<file path="src/rtl/wmc_params.svh">
/*
 * Constants of the wait mode controller: register offsets, field
 * positions, reset values, counts and wake source indices.
 * Assumes inclusion by the package and the design modules; holds only
 * definitions.
 */
// How it works
// RQ1: halt instruction or wait request bit enters wait
// RQ2: software clears osc-stop irq enable first
// RQ3: osc-stop irq enabled keeps CPU clock running
// RQ4: software clears flash rewrite, low-current read first
// RQ5: wait bit needs I=0, halt needs I=1
// RQ6: low-power bit cuts power in low-speed modes
// RQ7: I/O ports hold direction and level
// RQ8: only reset or enabled interrupt exits wait
// RQ9: clocks running: all but A/D interrupt wake
// RQ10: clocks stopped: only external or onchip-osc sources wake
// RQ11: serial wakes; stopped clocks need external clocking
// RQ12: software avoids wait during A/D conversion
// RQ13: timer A: unfiltered event count or slow sources
// RQ14: timer B: timer A on onchip osc, cascaded
// RQ15: timer E: stopped clocks need real-time-clock mode
// RQ16: ext lines 0,1,3 wake only unfiltered
// RQ17: software avoids SSU/I2C, timer C, osc-stop wakeups
// RQ18: key, voltage monitors, comparators always wake
// RQ19: wait stops CPU clock, oscillators keep running
// RQ20: clock-stop bit gates divided peripheral clocks
// RQ21: wake ungates CPU clock before interrupt processing
`ifndef WMC_PARAMS_SVH
`define WMC_PARAMS_SVH

`define WMC_ADDR_W        4
`define WMC_DATA_W        8
`define WMC_ADDR_CTRL     4'h0
`define WMC_ADDR_CFG      4'h1
`define WMC_ADDR_WAKEEN   4'h2
`define WMC_ADDR_WAKEEN2  4'h3
`define WMC_ADDR_STATUS   4'h4
// ctrl register
`define WMC_CTRL_WAITREQ  0
`define WMC_CTRL_PCSTOP   1
`define WMC_CTRL_OSCIRQ   2
`define WMC_CTRL_LOWPWR   3
`define WMC_CTRL_RST      8'h00
// cfg register: peripheral modes that matter while clocks are stopped, plus the low-speed mode bit for low power
`define WMC_CFG_SEREXT    0
`define WMC_CFG_TAEVT     1
`define WMC_CFG_TAFILT    2
`define WMC_CFG_TASLOW    3
`define WMC_CFG_TBCASC    4
`define WMC_CFG_TERTC     5
`define WMC_CFG_INTFILT   6
`define WMC_CFG_LOWSPD    7
`define WMC_CFG_RST       8'h00
`define WMC_WAKEEN_RST    8'h00
`define WMC_NUM_SRC       16
`define WMC_NUM_IO        8
`define WMC_NUM_PCLK      5
// wake source indices
`define WMC_SRC_SERIAL    0
`define WMC_SRC_SSU       1
`define WMC_SRC_KEY       2
`define WMC_SRC_ADC       3
`define WMC_SRC_TMRA      4
`define WMC_SRC_TMRB      5
`define WMC_SRC_TMRC      6
`define WMC_SRC_TMRE      7
`define WMC_SRC_EXT_IRQ_LINE_0      8
`define WMC_SRC_EXT_IRQ_LINE_1      9
`define WMC_SRC_EXT_IRQ_LINE_3      10
`define WMC_SRC_VMON1     11
`define WMC_SRC_VMON2     12
`define WMC_SRC_OSCSTOP   13
`define WMC_SRC_CMP1      14
`define WMC_SRC_CMP2      15

`endif

</file>
<file path="src/rtl/wmc_pkg.sv">
/*
 * Types shared by the wait mode controller.
 * Assumes the params header sits beside it on the include path.
 */
`include "wmc_params.svh"
package wmc_pkg;
   typedef enum logic [1:0] {WMC_RUN, WMC_WAIT, WMC_WAKE} wmc_state_e;
   typedef logic [`WMC_DATA_W-1:0] wmc_data_t;
   typedef logic [`WMC_ADDR_W-1:0] wmc_addr_t;
   typedef logic [`WMC_NUM_SRC-1:0] wmc_src_t;
   typedef logic [`WMC_NUM_IO-1:0] wmc_io_t;
endpackage

</file>
<file path="src/rtl/wmc_io_hold.sv">
/*
 * Port latch: captures port direction and level at wait entry and
 * drives the captured copy out while wait lasts.
 * Assumes one clock and a synchronous active-high reset.
 */
module wmc_io_hold
   import wmc_pkg::*;
(
   input  wire logic             sys_clk,  // system clock
   input  wire logic             rst,      // sync reset
   input  wire logic             capture,  // one-cycle entry pulse
   input  wire logic             hold,     // wait in progress
   input  wire wmc_pkg::wmc_io_t portOut,  // live port level
   input  wire wmc_pkg::wmc_io_t portDir,  // live port direction
   output wmc_pkg::wmc_io_t      heldOut,  // port level to pad
   output wmc_pkg::wmc_io_t      heldDir   // direction to pad
);
   wmc_io_t outSave_ff;
   wmc_io_t dirSave_ff;
   wmc_io_t nxt_outSave;
   wmc_io_t nxt_dirSave;
   wmc_io_t heldOut_ff;
   wmc_io_t heldDir_ff;
   wmc_io_t nxt_heldOut;
   wmc_io_t nxt_heldDir;

   always_comb begin
      nxt_outSave = capture ? portOut : outSave_ff;
      nxt_dirSave = capture ? portDir : dirSave_ff;
      // registered output: one cycle of latency on live ports too
      nxt_heldOut = (hold && !capture) ? outSave_ff : portOut; // RQ7
      nxt_heldDir = (hold && !capture) ? dirSave_ff : portDir; // RQ7
   end

   always_ff @(posedge sys_clk) begin
      if (rst) begin
         outSave_ff <= 8'h00;
         dirSave_ff <= 8'h00;
         heldOut_ff <= 8'h00;
         heldDir_ff <= 8'h00;
      end else begin
         outSave_ff <= nxt_outSave;
         dirSave_ff <= nxt_dirSave;
         heldOut_ff <= nxt_heldOut;
         heldDir_ff <= nxt_heldDir;
      end
   end

   assign heldOut = heldOut_ff;
   assign heldDir = heldDir_ff;
endmodule

</file>
<file path="src/rtl/wmc_wait_ctrl.sv">
/*
 * Wait mode controller: entry by halt or wait request bit, clock
 * gating of CPU and divided peripheral clocks, wake-source filtering
 * by the peripheral-clock-stop setting, port hold during wait.
 * Assumes all inputs synchronous to sys_clk; the clock generator
 * consumes the gate enables; software respects the entry conditions.
 */
`include "wmc_params.svh"
module wmc_wait_ctrl
   import wmc_pkg::*;
(
   input  wire logic             sys_clk,      // 250 MHz clock
   input  wire logic             rst,          // sync reset, high
   input  wire wmc_pkg::wmc_addr_t regAddr,    // register address
   input  wire wmc_pkg::wmc_data_t regWdata,   // write data
   input  wire logic             regWr,        // write strobe
   input  wire logic             regRd,        // read strobe
   output wmc_pkg::wmc_data_t    regRdata,     // read data, next cycle
   input  wire logic             haltExec,     // CPU executes halt
   input  wire wmc_pkg::wmc_src_t irqReq,      // peripheral irq levels
   input  wire wmc_pkg::wmc_io_t portOut,      // live port level
   input  wire wmc_pkg::wmc_io_t portDir,      // live port direction
   output wmc_pkg::wmc_io_t      padOut,       // port level to pads
   output wmc_pkg::wmc_io_t      padDir,       // port direction to pads
   output logic      cpuClkEn,                 // CPU clock gate enable
   output logic      [`WMC_NUM_PCLK-1:0] pclkEn, // f1,f2,f4,f8,f32 enables
   output logic      lowPowerOn,               // internal low power
   output logic      inWait,                   // wait state level
   output logic      wakePulse                 // one-cycle wake event
);
   import wmc_pkg::*;

   wmc_state_e state_ff;
   wmc_state_e nxt_state;
   wmc_data_t  ctrl_ff;
   wmc_data_t  nxt_ctrl;
   wmc_data_t  cfg_ff;
   wmc_data_t  nxt_cfg;
   wmc_src_t   wakeEn_ff;
   wmc_src_t   nxt_wakeEn;
   wmc_data_t  rdata_ff;
   wmc_data_t  nxt_rdata;
   wmc_src_t   wakeOk;
   logic       enterReq;
   logic       waking;
   logic       pcStop;
   logic       capture;
   logic       cpuClkEn_ff;
   logic       nxt_cpuClkEn;
   logic [`WMC_NUM_PCLK-1:0] pclkEn_ff;
   logic [`WMC_NUM_PCLK-1:0] nxt_pclkEn;
   logic       lowPower_ff;
   logic       nxt_lowPower;
   logic       wakePulse_ff;
   logic       nxt_wakePulse;

   // qualifies each wake source against the clock-stop setting
   function automatic wmc_src_t usable(input logic stopped,
                                       input wmc_data_t cfg);
      wmc_src_t u;
      u = 16'hFFFF;
      u[`WMC_SRC_ADC] = 1'b0; // RQ9
      if (stopped) begin // RQ10
         u[`WMC_SRC_SERIAL]  = cfg[`WMC_CFG_SEREXT]; // RQ11
         u[`WMC_SRC_SSU]     = 1'b0;
         u[`WMC_SRC_TMRC]    = 1'b0;
         u[`WMC_SRC_OSCSTOP] = 1'b0;
         u[`WMC_SRC_TMRA]    = (cfg[`WMC_CFG_TAEVT] &&
                                !cfg[`WMC_CFG_TAFILT]) ||
                               cfg[`WMC_CFG_TASLOW]; // RQ13
         u[`WMC_SRC_TMRB]    = cfg[`WMC_CFG_TBCASC]; // RQ14
         u[`WMC_SRC_TMRE]    = cfg[`WMC_CFG_TERTC]; // RQ15
         u[`WMC_SRC_EXT_IRQ_LINE_0]    = !cfg[`WMC_CFG_INTFILT]; // RQ16
         u[`WMC_SRC_EXT_IRQ_LINE_1]    = !cfg[`WMC_CFG_INTFILT]; // RQ16
         u[`WMC_SRC_EXT_IRQ_LINE_3]    = !cfg[`WMC_CFG_INTFILT]; // RQ16
      end
      // key, voltage monitors and comparators stay usable always RQ18
      return u;
   endfunction

   assign pcStop   = ctrl_ff[`WMC_CTRL_PCSTOP];
   assign wakeOk   = usable(pcStop, cfg_ff);
   assign waking   = |(irqReq & wakeEn_ff & wakeOk); // RQ8
   assign enterReq = haltExec ||
                     (regWr && regAddr == `WMC_ADDR_CTRL &&
                      regWdata[`WMC_CTRL_WAITREQ]); // RQ1
   assign capture  = (state_ff == WMC_RUN) && enterReq;

   always_comb begin
      nxt_state = state_ff;
      nxt_wakePulse = 1'b0;
      case (state_ff)
         WMC_RUN: begin
            if (enterReq) begin
               nxt_state = WMC_WAIT; // RQ1
            end
         end
         WMC_WAIT: begin
            if (waking) begin
               nxt_state = WMC_WAKE; // RQ21
               nxt_wakePulse = 1'b1;
            end
         end
         WMC_WAKE: begin
            nxt_state = WMC_RUN;
         end
         default: begin
            nxt_state = WMC_RUN;
         end
      endcase
   end

   always_comb begin
      nxt_ctrl = ctrl_ff;
      nxt_cfg = cfg_ff;
      nxt_wakeEn = wakeEn_ff;
      nxt_rdata = 8'h00;
      if (regWr) begin
         case (regAddr)
            `WMC_ADDR_CTRL:    nxt_ctrl = regWdata;
            `WMC_ADDR_CFG:     nxt_cfg = regWdata;
            `WMC_ADDR_WAKEEN:  nxt_wakeEn[7:0] = regWdata;
            `WMC_ADDR_WAKEEN2: nxt_wakeEn[15:8] = regWdata;
            default: ;
         endcase
      end
      // wait request bit self-clears when wait ends RQ21
      if (nxt_state == WMC_WAKE) begin
         nxt_ctrl[`WMC_CTRL_WAITREQ] = 1'b0;
      end
      if (regRd) begin
         case (regAddr)
            `WMC_ADDR_CTRL:    nxt_rdata = ctrl_ff;
            `WMC_ADDR_CFG:     nxt_rdata = cfg_ff;
            `WMC_ADDR_WAKEEN:  nxt_rdata = wakeEn_ff[7:0];
            `WMC_ADDR_WAKEEN2: nxt_rdata = wakeEn_ff[15:8];
            `WMC_ADDR_STATUS:  nxt_rdata = {6'h00, cpuClkEn_ff,
                                            state_ff == WMC_WAIT};
            default:           nxt_rdata = 8'h00;
         endcase
      end
   end

   always_comb begin
      // osc-stop irq enabled: CPU clock stays on, no saving RQ3
      nxt_cpuClkEn = !(nxt_state == WMC_WAIT) ||
                     nxt_ctrl[`WMC_CTRL_OSCIRQ]; // RQ19
      nxt_pclkEn = (nxt_state == WMC_WAIT && nxt_ctrl[`WMC_CTRL_PCSTOP])
                   ? 5'h00 : 5'h1F; // RQ20
      nxt_lowPower = (nxt_state == WMC_WAIT) &&
                     nxt_ctrl[`WMC_CTRL_LOWPWR] &&
                     cfg_ff[`WMC_CFG_LOWSPD]; // RQ6
   end

   always_ff @(posedge sys_clk) begin
      if (rst) begin
         state_ff     <= WMC_RUN;
         ctrl_ff      <= `WMC_CTRL_RST;
         cfg_ff       <= `WMC_CFG_RST;
         wakeEn_ff    <= {`WMC_WAKEEN_RST, `WMC_WAKEEN_RST};
         rdata_ff     <= 8'h00;
         cpuClkEn_ff  <= 1'b1;
         pclkEn_ff    <= 5'h1F;
         lowPower_ff  <= 1'b0;
         wakePulse_ff <= 1'b0;
      end else begin
         state_ff     <= nxt_state;
         ctrl_ff      <= nxt_ctrl;
         cfg_ff       <= nxt_cfg;
         wakeEn_ff    <= nxt_wakeEn;
         rdata_ff     <= nxt_rdata;
         cpuClkEn_ff  <= nxt_cpuClkEn;
         pclkEn_ff    <= nxt_pclkEn;
         lowPower_ff  <= nxt_lowPower;
         wakePulse_ff <= nxt_wakePulse;
      end
   end

   wmc_io_hold u_io_hold (
      .sys_clk (sys_clk),
      .rst     (rst),
      .capture (capture),
      .hold    (state_ff == WMC_WAIT),
      .portOut (portOut),
      .portDir (portDir),
      .heldOut (padOut),
      .heldDir (padDir)
   ); // RQ7

   assign regRdata   = rdata_ff;
   assign cpuClkEn   = cpuClkEn_ff;
   assign pclkEn     = pclkEn_ff;
   assign lowPowerOn = lowPower_ff;
   assign inWait     = state_ff == WMC_WAIT;
   assign wakePulse  = wakePulse_ff;
endmodule

</file>
<file path="config.mk">
export PLATFORM = sky130hd
export DESIGN_NAME = wmc_wait_ctrl
export DESIGN_NICKNAME = d
export VERILOG_FILES = /design/src/rtl/wmc_pkg.sv /design/src/rtl/wmc_io_hold.sv /design/src/rtl/wmc_wait_ctrl.sv
export VERILOG_INCLUDE_DIRS = /design/src /design/src/rtl
export SDC_FILE = /design/constraint.sdc
export NUM_CORES = 1
export LEC_CHECK = 0
export BUFFER_PORTS_ARGS = -buffer_cell sky130_fd_sc_hd__buf_2
export CAP_MARGIN = 20
export CELL_PAD_IN_SITES_DETAIL_PLACEMENT = 0
export CELL_PAD_IN_SITES_GLOBAL_PLACEMENT = 2
export CORE_UTILIZATION = 31
export DETAILED_ROUTE_END_ITERATION = 10
export PLACE_DENSITY = 0.81
export SLEW_MARGIN = 30
export SYNTH_ARGS = -nofsm -noshare
export SYNTH_HDL_FRONTEND = slang
export SYNTH_SLANG_ARGS = --single-unit
</file>
<file path="constraint.sdc">
create_clock -name sys_clk -period 1.7 [get_ports sys_clk]
set_input_delay 0.085 -clock sys_clk [delete_from_list [all_inputs] [get_ports sys_clk]]
set_output_delay 0.085 -clock sys_clk [all_outputs]
set_load 0.01 [all_outputs]
</file>
==> summary.md, run 1 <==
| Metric | Value |
|---|---|
| Commonest non-fill, non-tap cell in the layout | buf_2 |
| Worst EP arrival | between 1500 and 2000 ps |
| PD cells | 986 nW/um^2 |
| Commonest non-fill, non-tap cells in the layout | buf_2, dfxtp_1, nand2_1, nor2_1, mux2i_1 |
| Gr usage total | 0.171 |
| Seq. cell area | between 1500 and 2000 um^2 |
| First-pass GRT wire length | 12900 um |
| DP Wirelength | 5700 um |
| # IOs | between 80 and 90 |
| Cells after DPL | 520 |
| Initial antenna violation count | 0 |
| Initial drt markers | 117 |
| Top FF cell, synth | dfxtp_1 |
| CP Capture Type | register |
| Area of the multi-input gates | about 1400 um^2 |
| Max-cap violations | 0 |
| Clock root cell | clkbuf_8 |
| Final setup vio count | 0 |
| Die height | roughly 100 um |
| R2R Setup Slk | about 92 ps |
| Tmin final | between 1500 and 2000 ps |
| Distinct cells, synth | 31 |
| Kind of critical path | reg -> reg |
| CP Launch Type | register |
| DRC violation count after routing | 0 |
| Period utilization | 0.946 |
| DRT antenna net count | 0 |
| Critical Path End | lowPowerOn$_SDFF_PP0_ |
| M2 GR Usage | 0.259 |
| CP cell instances | a222oi_1 > o211ai_1 > nor4_2 > buf_4 > a31o_4 > and3_1 |
| P_leak | between 0.0015 and 0.002 uW |
| Row count | 35 |
| Clk Latency, worst-skew pair | between 300 and 400 ps |
| Dpl ws | approximately 43 ps |
| Pin count of the biggest net entering global routing | 40 |
| Largest delay contributor family on the critical path | compound AO/OA/AOI/OAI gates |
| Final slew viol count | 0 |
| Share of cells above drive strength 1 | 0.317 |
| Actual slew at the worst max-slew pin | ~410 ps |
| CP max-delay cell | dfxtp_2 |
| CTS HTree Levels | 3 |
| GP Congestion | between 0.8 and 0.9 |
| IO Port Bufs | 80 |
| Ant diodes | 0 |
| GRT met3 Usage | 0.0393 |
| CTS max path bufs | 2 |
| Syn Area/Cell | 9.86 um^2 |
| Crit Path Max Fanout | 4 |
| Fmax | approximately 620 MHz |
| CTS tree | done |
| Relative slew slack | 0.724 |
| Worst path bufs/invs | 1 |
| Area growth syn-to-layout | 35.3% |
| DR vias/cell | around 4.7 |
| Area contributors post-synth | dfxtp_1, mux2i_1, mux4_2 |
| GR Overflow Total | 0 |
| Clock transition at path regs | ~80 ps |
| Final Util | 0.440 |
| Full die area | between 10000 and 15000 um^2 |
| Grt met1 use | 0.233 |
| CTS Sinks | between 70 and 80 |
| Pre-antenna DRT Iters | 4 |
| Post-Syn Area | roughly 3000 um^2 |
| Yosys Warn Count | 0 |
| R2R cell count | 6 |
| RSZ-0062 raised after global routing | yes |
| Clock buffer count from CTS | 9 |
| Routed len/inst | approximately 15 um |
| Final number of hold-violating endpoints | 0 |
| GR peak layer | met2 |
| Min-Delay Path Class | in -> reg |
| Via count | between 2000 and 3000 |
| Post-synth EDFFs | 0 |
| Post-synthesis sequential area ratio | 0.513 |
| Clock skew | about 11 ps |
| Syn Inst Count | between 300 and 400 |
| Chip Width | 101 um |
| Reg2reg start | wakeEn_ff[2]$_SDFFE_PP0P_ |
| Area share of the largest cell type after synthesis | 0.513 |
| Dominant cell type by area after synthesis | dfxtp_1 |
| FFs w/ async S/R, synth | 0 |
| Core area | 9370 um^2 |
| Setup_tns | 0 ps |
| Synth Register Bits | 78 |
| Post-Syn Nets | 358 |
| RR Endpoint | lowPowerOn$_SDFF_PP0_ |
| Worst Min Path Start | regRd |
| Critical path startpoint | wakeEn_ff[2]$_SDFFE_PP0P_ |
| Final cell count without fillers | about 550 |
| CP peak stage delay | approximately 320 ps |
| Vias in the first global route | 2469 |
| Crit path depth | 6 |
| Initial cell density of the core | 0.325 |
| Status | complete, no violations |
| Setup ws final | ~92 ps |
| Worst VDD drop | ~0.48 mV |
| Nets@finish | approximately 470 |
| Total Wirelength | between 8000 and 9000 um |
| Filler Cell Count | ~970 |
| Worst EP required | between 1500 and 2000 ps |
power breakdown:
part | internal, uW | switching (uW) | total, uW
Sequential | 1900 | 32.9 | 1930
Clock | 1010 | 659 | 1670
Combinational | 221 | 244 | 465
area by class of cell:
| class | instances | area share |
|---|---|---|
| inverter | 2 | 0.00182 |
| clock inverter | 4 | 0.0231 |
| tap | 129 | 0.0392 |
| timing repair buffer | 119 | 0.184 |
| multi-input combinational | 209 | 0.338 |
| clock buffer | 11 | 0.0343 |
| sequential | 78 | 0.379 |
synthesized netlist by cell type (all sizes together), types with 2 or more instances:
cell and instances:
a21oi 27, a222oi 3, buf 11, clkbuf 9, dfxtp 78, mux2i 41, mux4 8, nand2 45
nand2b 3, nand3 10, nand3b 3, nor2 44, nor2b 12, nor3 2, o211ai 2
what timing repair did:
item,CTS,global route
pin swaps,1,5
setup endpoints to repair,3,8
endpoints found under the hold margin,30,0
gates resized for setup,0,5
hold buffers,16,0
setup buffers,1,0
worst register-to-register path: cells and delay by family, from the launching register on:
family / cells / cell delay [ps]
AOI/OAI and AO/OA: 3 / 650
buffers and inverters: 1 / 160
and+or+nand+nor: 2 / 410
DFF: 1 / 320
sequential cells by signal, summed over array words and instances (netlist names):
register,count
wakeEn_ff,16
cfg_ff,8
ctrl_ff,8
regRdata,8
u_io_hold.dirSave_ff,8
u_io_hold.heldDir,8
u_io_hold.heldOut,8
u_io_hold.outSave_ff,8
state_ff,2
cpuClkEn,1
lowPowerOn,1
pclkEn,1
wakePulse,1
metal layers:
layer	part of all wire	up-vias	wire, um
met2	0.45	70	3690
met3	0.058	13	469
met1	0.47	1209	3820
li1	-	1279	-
met4	0.020	0	162
met5	0	-	0
per-stage QoR:
step | hold slack, ps | cell area (um^2) | power (uW)
after CTS | 7.18 | 4100 | 4090
final | 13.4 | 4120 | 4060
after floorplan | 221 | 3050 | 2210
after detailed placement | 348 | 3690 | 2400
after global placement | 338 | 3690 | 2390
after global routing | 10.4 | 4120 | 4250
how the worst min path moves through the flow:
stage | end | slack, ps | cells past startpoint
global route | ctrl_ff[6]$_SDFFE_PP0N_ | 10 | 3
finish | regRdata[0]$_SDFF_PP0_ | 10 | 3
global placement | u_io_hold.outSave_ff[4]$_SDFFE_PP0P_ | 340 | 3
detailed placement | u_io_hold.dirSave_ff[4]$_SDFFE_PP0P_ | 350 | 3
CTS | regRdata[0]$_SDFF_PP0_ | 7 | 3
floorplan | cfg_ff[3]$_SDFFE_PP0P_ | 220 | 2
cell families after synthesis:
group                  after synthesis  synth area share
AO/OA/AOI/OAI                       37            0.0710
buffers and inverters               22            0.0378
flip-flops                          78             0.513
multiplexers                        49             0.194
AND/OR/NAND/NOR                    123             0.185
Note: power is estimated with default switching activity, not from simulation.
==> inputs of run 2 (changes only) <==
==> constraint.sdc (replaced) <==
create_clock -name sys_clk -period 1.79 [get_ports sys_clk]
set_input_delay 0.0895 -clock sys_clk [delete_from_list [all_inputs] [get_ports sys_clk]]
set_output_delay 0.0895 -clock sys_clk [all_outputs]
set_load 0.01 [all_outputs]
==> summary.md, run 2 (synthesis gave the netlist of run 1 again) <==
| Metric | Value |
|---|---|
| Largest delay contributor family on the critical path | compound AO/OA/AOI/OAI gates |
| Biggest register | wakeEn_ff |
| DR vias/cell | about 4.6 |
| Setup_tns | 0 ps |
| Initial cell density of the core | 0.325 |
| CP peak stage delay | 350 ps |
| Min-Delay Path Class | in -> reg |
| Commonest non-fill, non-tap cell in the layout | buf_2 |
| CP max-delay cell | nor4_1 |
| Hold Crit Depth | 3 |
| CTS Sinks | 78 |
| Nets@finish | approximately 460 |
| Actual slew at the worst max-slew pin | about 460 ps |
| Commonest non-fill, non-tap cells in the layout | buf_2, dfxtp_1, nand2_1, nor2_1, mux2i_1 |
| Core area | 9370 um^2 |
| Max reg flops | 16 |
| Clock transition at path regs | around 80 ps |
| DP Wirelength | roughly 5700 um |
| Setup ws final | around 90 ps |
| Vias in the first global route | about 2500 |
| Status | complete, no violations |
| Routed len/inst | around 15 um |
| Fmax | roughly 600 MHz |
| GR peak layer | met2 |
| Die height | between 100 and 150 um |
| Initial drt markers | between 100 and 150 |
| Tmin final | around 1700 ps |
| CTS HTree Levels | 3 |
| GP Congestion | between 0.8 and 0.9 |
| R2R cell count | 6 |
| Pin count of the biggest net entering global routing | 28 |
| GRT met3 Usage | 0.0283 |
| GR Overflow Total | 0 |
| First-pass GRT wire length | 12800 um |
| P_leak | 0.00180 uW |
| Worst VDD drop | between 0.3 and 0.4 mV |
| CTS max path bufs | 2 |
| # IOs | slightly above 80 |
| M2 GR Usage | 0.256 |
| Ant diodes | 0 |
| IO Port Bufs | 80 |
| Final slew viol count | 0 |
| Worst EP required | around 2100 ps |
| Total Wirelength | between 7000 and 8000 um |
| Worst path bufs/invs | 1 |
| Gr usage total | 0.167 |
| Clock buffer count from CTS | 9 |
| DRC violation count after routing | 0 |
| Grt met1 use | 0.230 |
| Crit Path Max Fanout | 4 |
| CP cell instances | a222oi_1 > o211ai_1 > nor4_1 > buf_4 > a31o_4 > and3_1 |
| Row count | 35 |
| CP Launch Type | register |
| Pre-antenna DRT Iters | 5 |
| Dpl ws | ~70 ps |
| Chip Width | just over 100 um |
| Full die area | 10200 um^2 |
| Share of cells above drive strength 1 | 0.305 |
| Initial antenna violation count | 0 |
| CTS tree | done |
| Clock root cell | clkbuf_8 |
| CP Capture Type | register |
| PD cells | ~900 nW/um^2 |
| Relative slew slack | 0.693 |
| DRT antenna net count | 0 |
| Max-cap violations | 0 |
| Clock skew | approximately 9.0 ps |
| Crit path depth | 6 |
| Final setup vio count | 0 |
| Via count | roughly 2500 |
| Period utilization | 0.950 |
| Kind of critical path | reg -> reg |
| Area growth syn-to-layout | 32.6% |
| Worst EP arrival | between 1500 and 2000 ps |
| Final Util | 0.431 |
| Clk Latency, worst-skew pair | roughly 350 ps |
| Final number of hold-violating endpoints | 0 |
run 2: cell count changes in the layout (fill, tap and decap cells not counted), sizes merged:
cell      before  now
bufinv         3    1
buf          103   98
clkinvlp       0    3
run 2: area by class of cell:
type	count	area (um^2)
Clock buffer	11	151
Clock inverter	5	57.6
Fill cell	951	5330
Inverter	2	7.51
Timing Repair Buffer	114	721
Sequential cell	78	1560
Multi-Input combinational cell	209	1380
Tap cell	129	161
run 2: stage by stage:
step / hold WS, ps / total power, uW / std cells / cell area (um^2)
2_1_floorplan: 226 / 2100 / 309 / 3050
5_1_grt: 34.1 / 3820 / 548 / 4040
6_report: 14.4 / 3640 / 548 / 4040
4_1_cts: 2.60 / 3680 / 548 / 4030
3_5_place_dp: 351 / 2280 / 516 / 3660
3_3_place_gp: 343 / 2280 / 516 / 3660
run 2: what timing repair did:
item	CTS	global route
setup endpoints to repair	0	7
endpoints found under the hold margin	30	0
gates resized for setup	0	2
buffers inserted	0	0
hold buffers	16	0
run 2: tightest hold or removal path, cell delays in order:
cell and delay, ps:
buf_2 100, nand2_1 90, a21oi_1 50
run 2: worst paths after layout:
kind	start	to	slack, ps
hold reg to reg	u_io_hold.dirSave_ff[6]$_SDFFE_PP0P_	u_io_hold.heldDir[6]$_SDFF_PP0_	440
hold / removal	regRd	regRdata[1]$_SDFF_PP0_	10
setup / recovery	wakeEn_ff[2]$_SDFFE_PP0P_	lowPowerOn$_SDFF_PP0_	90
setup reg to reg	wakeEn_ff[2]$_SDFFE_PP0P_	lowPowerOn$_SDFF_PP0_	90
run 2: where the power goes:
group	switching (uW)	leakage [uW]	internal, uW
registers	31.0	0.000637	1800
logic	230	0.00107	206
clock network	651	0.0000976	718
run 2: metal layers:
metal / share of wire / vias to the layer above
met5: 0 / -
met4: 0.019 / 0
met3: 0.053 / 12
met2: 0.44 / 76
met1: 0.49 / 1191
li1: - / 1262
==> inputs of run 3 (changes only) <==
--- a/config.mk
+++ b/config.mk
@@ -12,7 +12,7 @@
 export CELL_PAD_IN_SITES_GLOBAL_PLACEMENT = 2
 export CORE_UTILIZATION = 31
 export DETAILED_ROUTE_END_ITERATION = 10
-export PLACE_DENSITY = 0.81
+export PLACE_DENSITY = 0.82
 export SLEW_MARGIN = 30
 export SYNTH_ARGS = -nofsm -noshare
 export SYNTH_HDL_FRONTEND = slang
==> summary.md, run 3 (synthesis gave the netlist of run 1 again) <==
| Metric | Value |
|---|---|
| CTS HTree Levels | 3 |
| Largest delay contributor family on the critical path | compound AO/OA/AOI/OAI gates |
| Filler Cell Count | about 960 |
| CP cell instances | a222oi_1 > a21oi_1 > nor4_2 > buf_4 > a31o_4 > nand3b_1 |
| Status | complete, no violations |
| Max reg flops | 16 |
| Relative slew slack | 0.689 |
| RR Endpoint | cpuClkEn$_SDFF_PP1_ |
| Final setup vio count | 0 |
| CTS tree | done |
| Core area | between 9000 and 10000 um^2 |
| Share of cells above drive strength 1 | 0.305 |
| Final number of hold-violating endpoints | 0 |
| Area growth syn-to-layout | 32.9% |
| Crit Path Max Fanout | 4 |
| First-pass GRT wire length | between 10000 and 15000 um |
| Min-Delay Path Class | in -> reg |
| CP Capture Type | register |
| Clk Latency, worst-skew pair | about 350 ps |
| DRC violation count after routing | 0 |
| Worst path bufs/invs | 1 |
| P_leak | ~0.0018 uW |
| Pre-antenna DRT Iters | 4 |
| Hold Crit Depth | 3 |
| CTS max path bufs | 2 |
| Vias in the first global route | ~2400 |
| Pin count of the biggest net entering global routing | 33 |
| GP Congestion | 0.865 |
| Biggest register | wakeEn_ff |
| Clock transition at path regs | around 80 ps |
| Worst EP required | ~2000 ps |
| Ant diodes | 0 |
| CTS Sinks | 78 |
| DRT antenna net count | 0 |
| DP Wirelength | 5480 um |
| Reg2reg start | wakeEn_ff[8]$_SDFFE_PP0P_ |
| Via count | 2533 |
| Worst Min Path Start | regWdata[3] |
| Clock root cell | clkbuf_8 |
| Nets@finish | roughly 460 |
| Dpl cell area | roughly 3600 um^2 |
| Tot Pwr | about 3800 uW |
| Setup ws final | about 100 ps |
| Row count | 35 |
| Commonest non-fill, non-tap cells in the layout | buf_2, dfxtp_1, nand2_1, nor2_1, mux2i_1 |
| R2R Setup Slk | 100 ps |
| Worst VDD drop | roughly 0.48 mV |
| Actual slew at the worst max-slew pin | between 400 and 500 ps |
| PD cells | about 900 nW/um^2 |
| Commonest non-fill, non-tap cell in the layout | buf_2 |
| Gr usage total | 0.162 |
| IO Port Bufs | 80 |
| Total Wirelength | a little under 8000 um |
| Full die area | between 10000 and 15000 um^2 |
| Kind of critical path | reg -> reg |
| Initial drt markers | 87 |
| GR Overflow Total | 0 |
| Initial antenna violation count | 0 |
| # IOs | slightly above 80 |
| Hold Crit Endpoint | cfg_ff[3]$_SDFFE_PP0P_ |
| Clock buffer count from CTS | 9 |
| DR vias/cell | ~4.6 |
| CP max-delay cell | a222oi_1 |
| Chip Width | approximately 100 um |
| Die height | about 100 um |
| Dpl ws | -5.51 ps |
| R2R cell count | 6 |
| Max-cap violations | 0 |
| CP peak stage delay | ~400 ps |
| Clock skew | around 9.4 ps |
| Initial cell density of the core | 0.325 |
| Worst EP arrival | 1920 ps |
| Finished Cell Area | around 4000 um^2 |
| Fmax | a little under 600 MHz |
| Period utilization | 0.943 |
| Final slew viol count | 0 |
| Tmin final | 1690 ps |
| CP Launch Type | register |
| Routed len/inst | about 14 um |
## run 3: layer usage
layer / part of all wire / wire length, um / global-route usage
met1: 0.50 / 3880 / 0.230
met2: 0.44 / 3380 / 0.244
met3: 0.042 / 326 / 0.0345
met4: 0.014 / 108 / 0.0602
met5: 0 / 0 / 0
## run 3: power by group
group	leakage [uW]	switching, uW	total, uW	internal, uW
Combinational	0.00106	227	430	203
Sequential	0.000637	30.4	1830	1800
Clock	0.000110	662	1490	827
## run 3: worst reg2reg max path, delay by kind of cell, from the launching register on
kind | cells | cell delay, ps
buffers and inverters | 1 | 170
AOI/OAI and AO/OA | 3 | 740
and+or+nand+nor | 2 | 350
DFF | 1 | 330
## run 3: cell type report
type	instances	area (um^2)	share of cell area
tap	129	161	0.0399
clock inverter	5	81.3	0.0201
sequential	78	1560	0.386
inverter	2	7.51	0.00185
multi-input combinational	209	1390	0.342
clock buffer	11	141	0.0349
timing repair buffer	114	708	0.175
## run 3: worst max path at each step
| stage | endpoint | start | cells past startpoint | slack [ps] |
|---|---|---|---|---|
| final | cpuClkEn$_SDFF_PP1_ | wakeEn_ff[8]$_SDFFE_PP0P_ | 6 | 100 |
| after global routing | cpuClkEn$_SDFF_PP1_ | wakeEn_ff[8]$_SDFFE_PP0P_ | 6 | -10 |
| after CTS | cpuClkEn$_SDFF_PP1_ | wakeEn_ff[6]$_SDFFE_PP0P_ | 6 | 50 |
| after detailed placement | lowPowerOn$_SDFF_PP0_ | wakeEn_ff[8]$_SDFFE_PP0P_ | 6 | -6 |
| after global placement | lowPowerOn$_SDFF_PP0_ | wakeEn_ff[8]$_SDFFE_PP0P_ | 6 | -7 |
| after floorplan | lowPowerOn$_SDFF_PP0_ | wakeEn_ff[8]$_SDFFE_PP0P_ | 5 | 350 |
## run 3: metrics by stage
| step | setup TNS (ps) | hold slack (ps) | util | cells |
|---|---|---|---|---|
| floorplan | 0 | 226 | - | 309 |
| global placement | -7.77 | 342 | 0.389 | 515 |
| detailed placement | -10.6 | 349 | 0.389 | 515 |
| CTS | 0 | 7.17 | 0.430 | 547 |
| global route | -16.3 | 3.50 | 0.432 | 548 |
| finish | 0 | 17.1 | 0.432 | 548 |
## run 3: what timing repair did
item / in CTS / in global routing
hold buffers: 16 / 0
setup buffers: 0 / 1
resized for setup: 1 / 2
endpoints found under the hold margin: 28 / 0
endpoints found under the setup margin: 3 / 4
pin swaps: 0 / 5
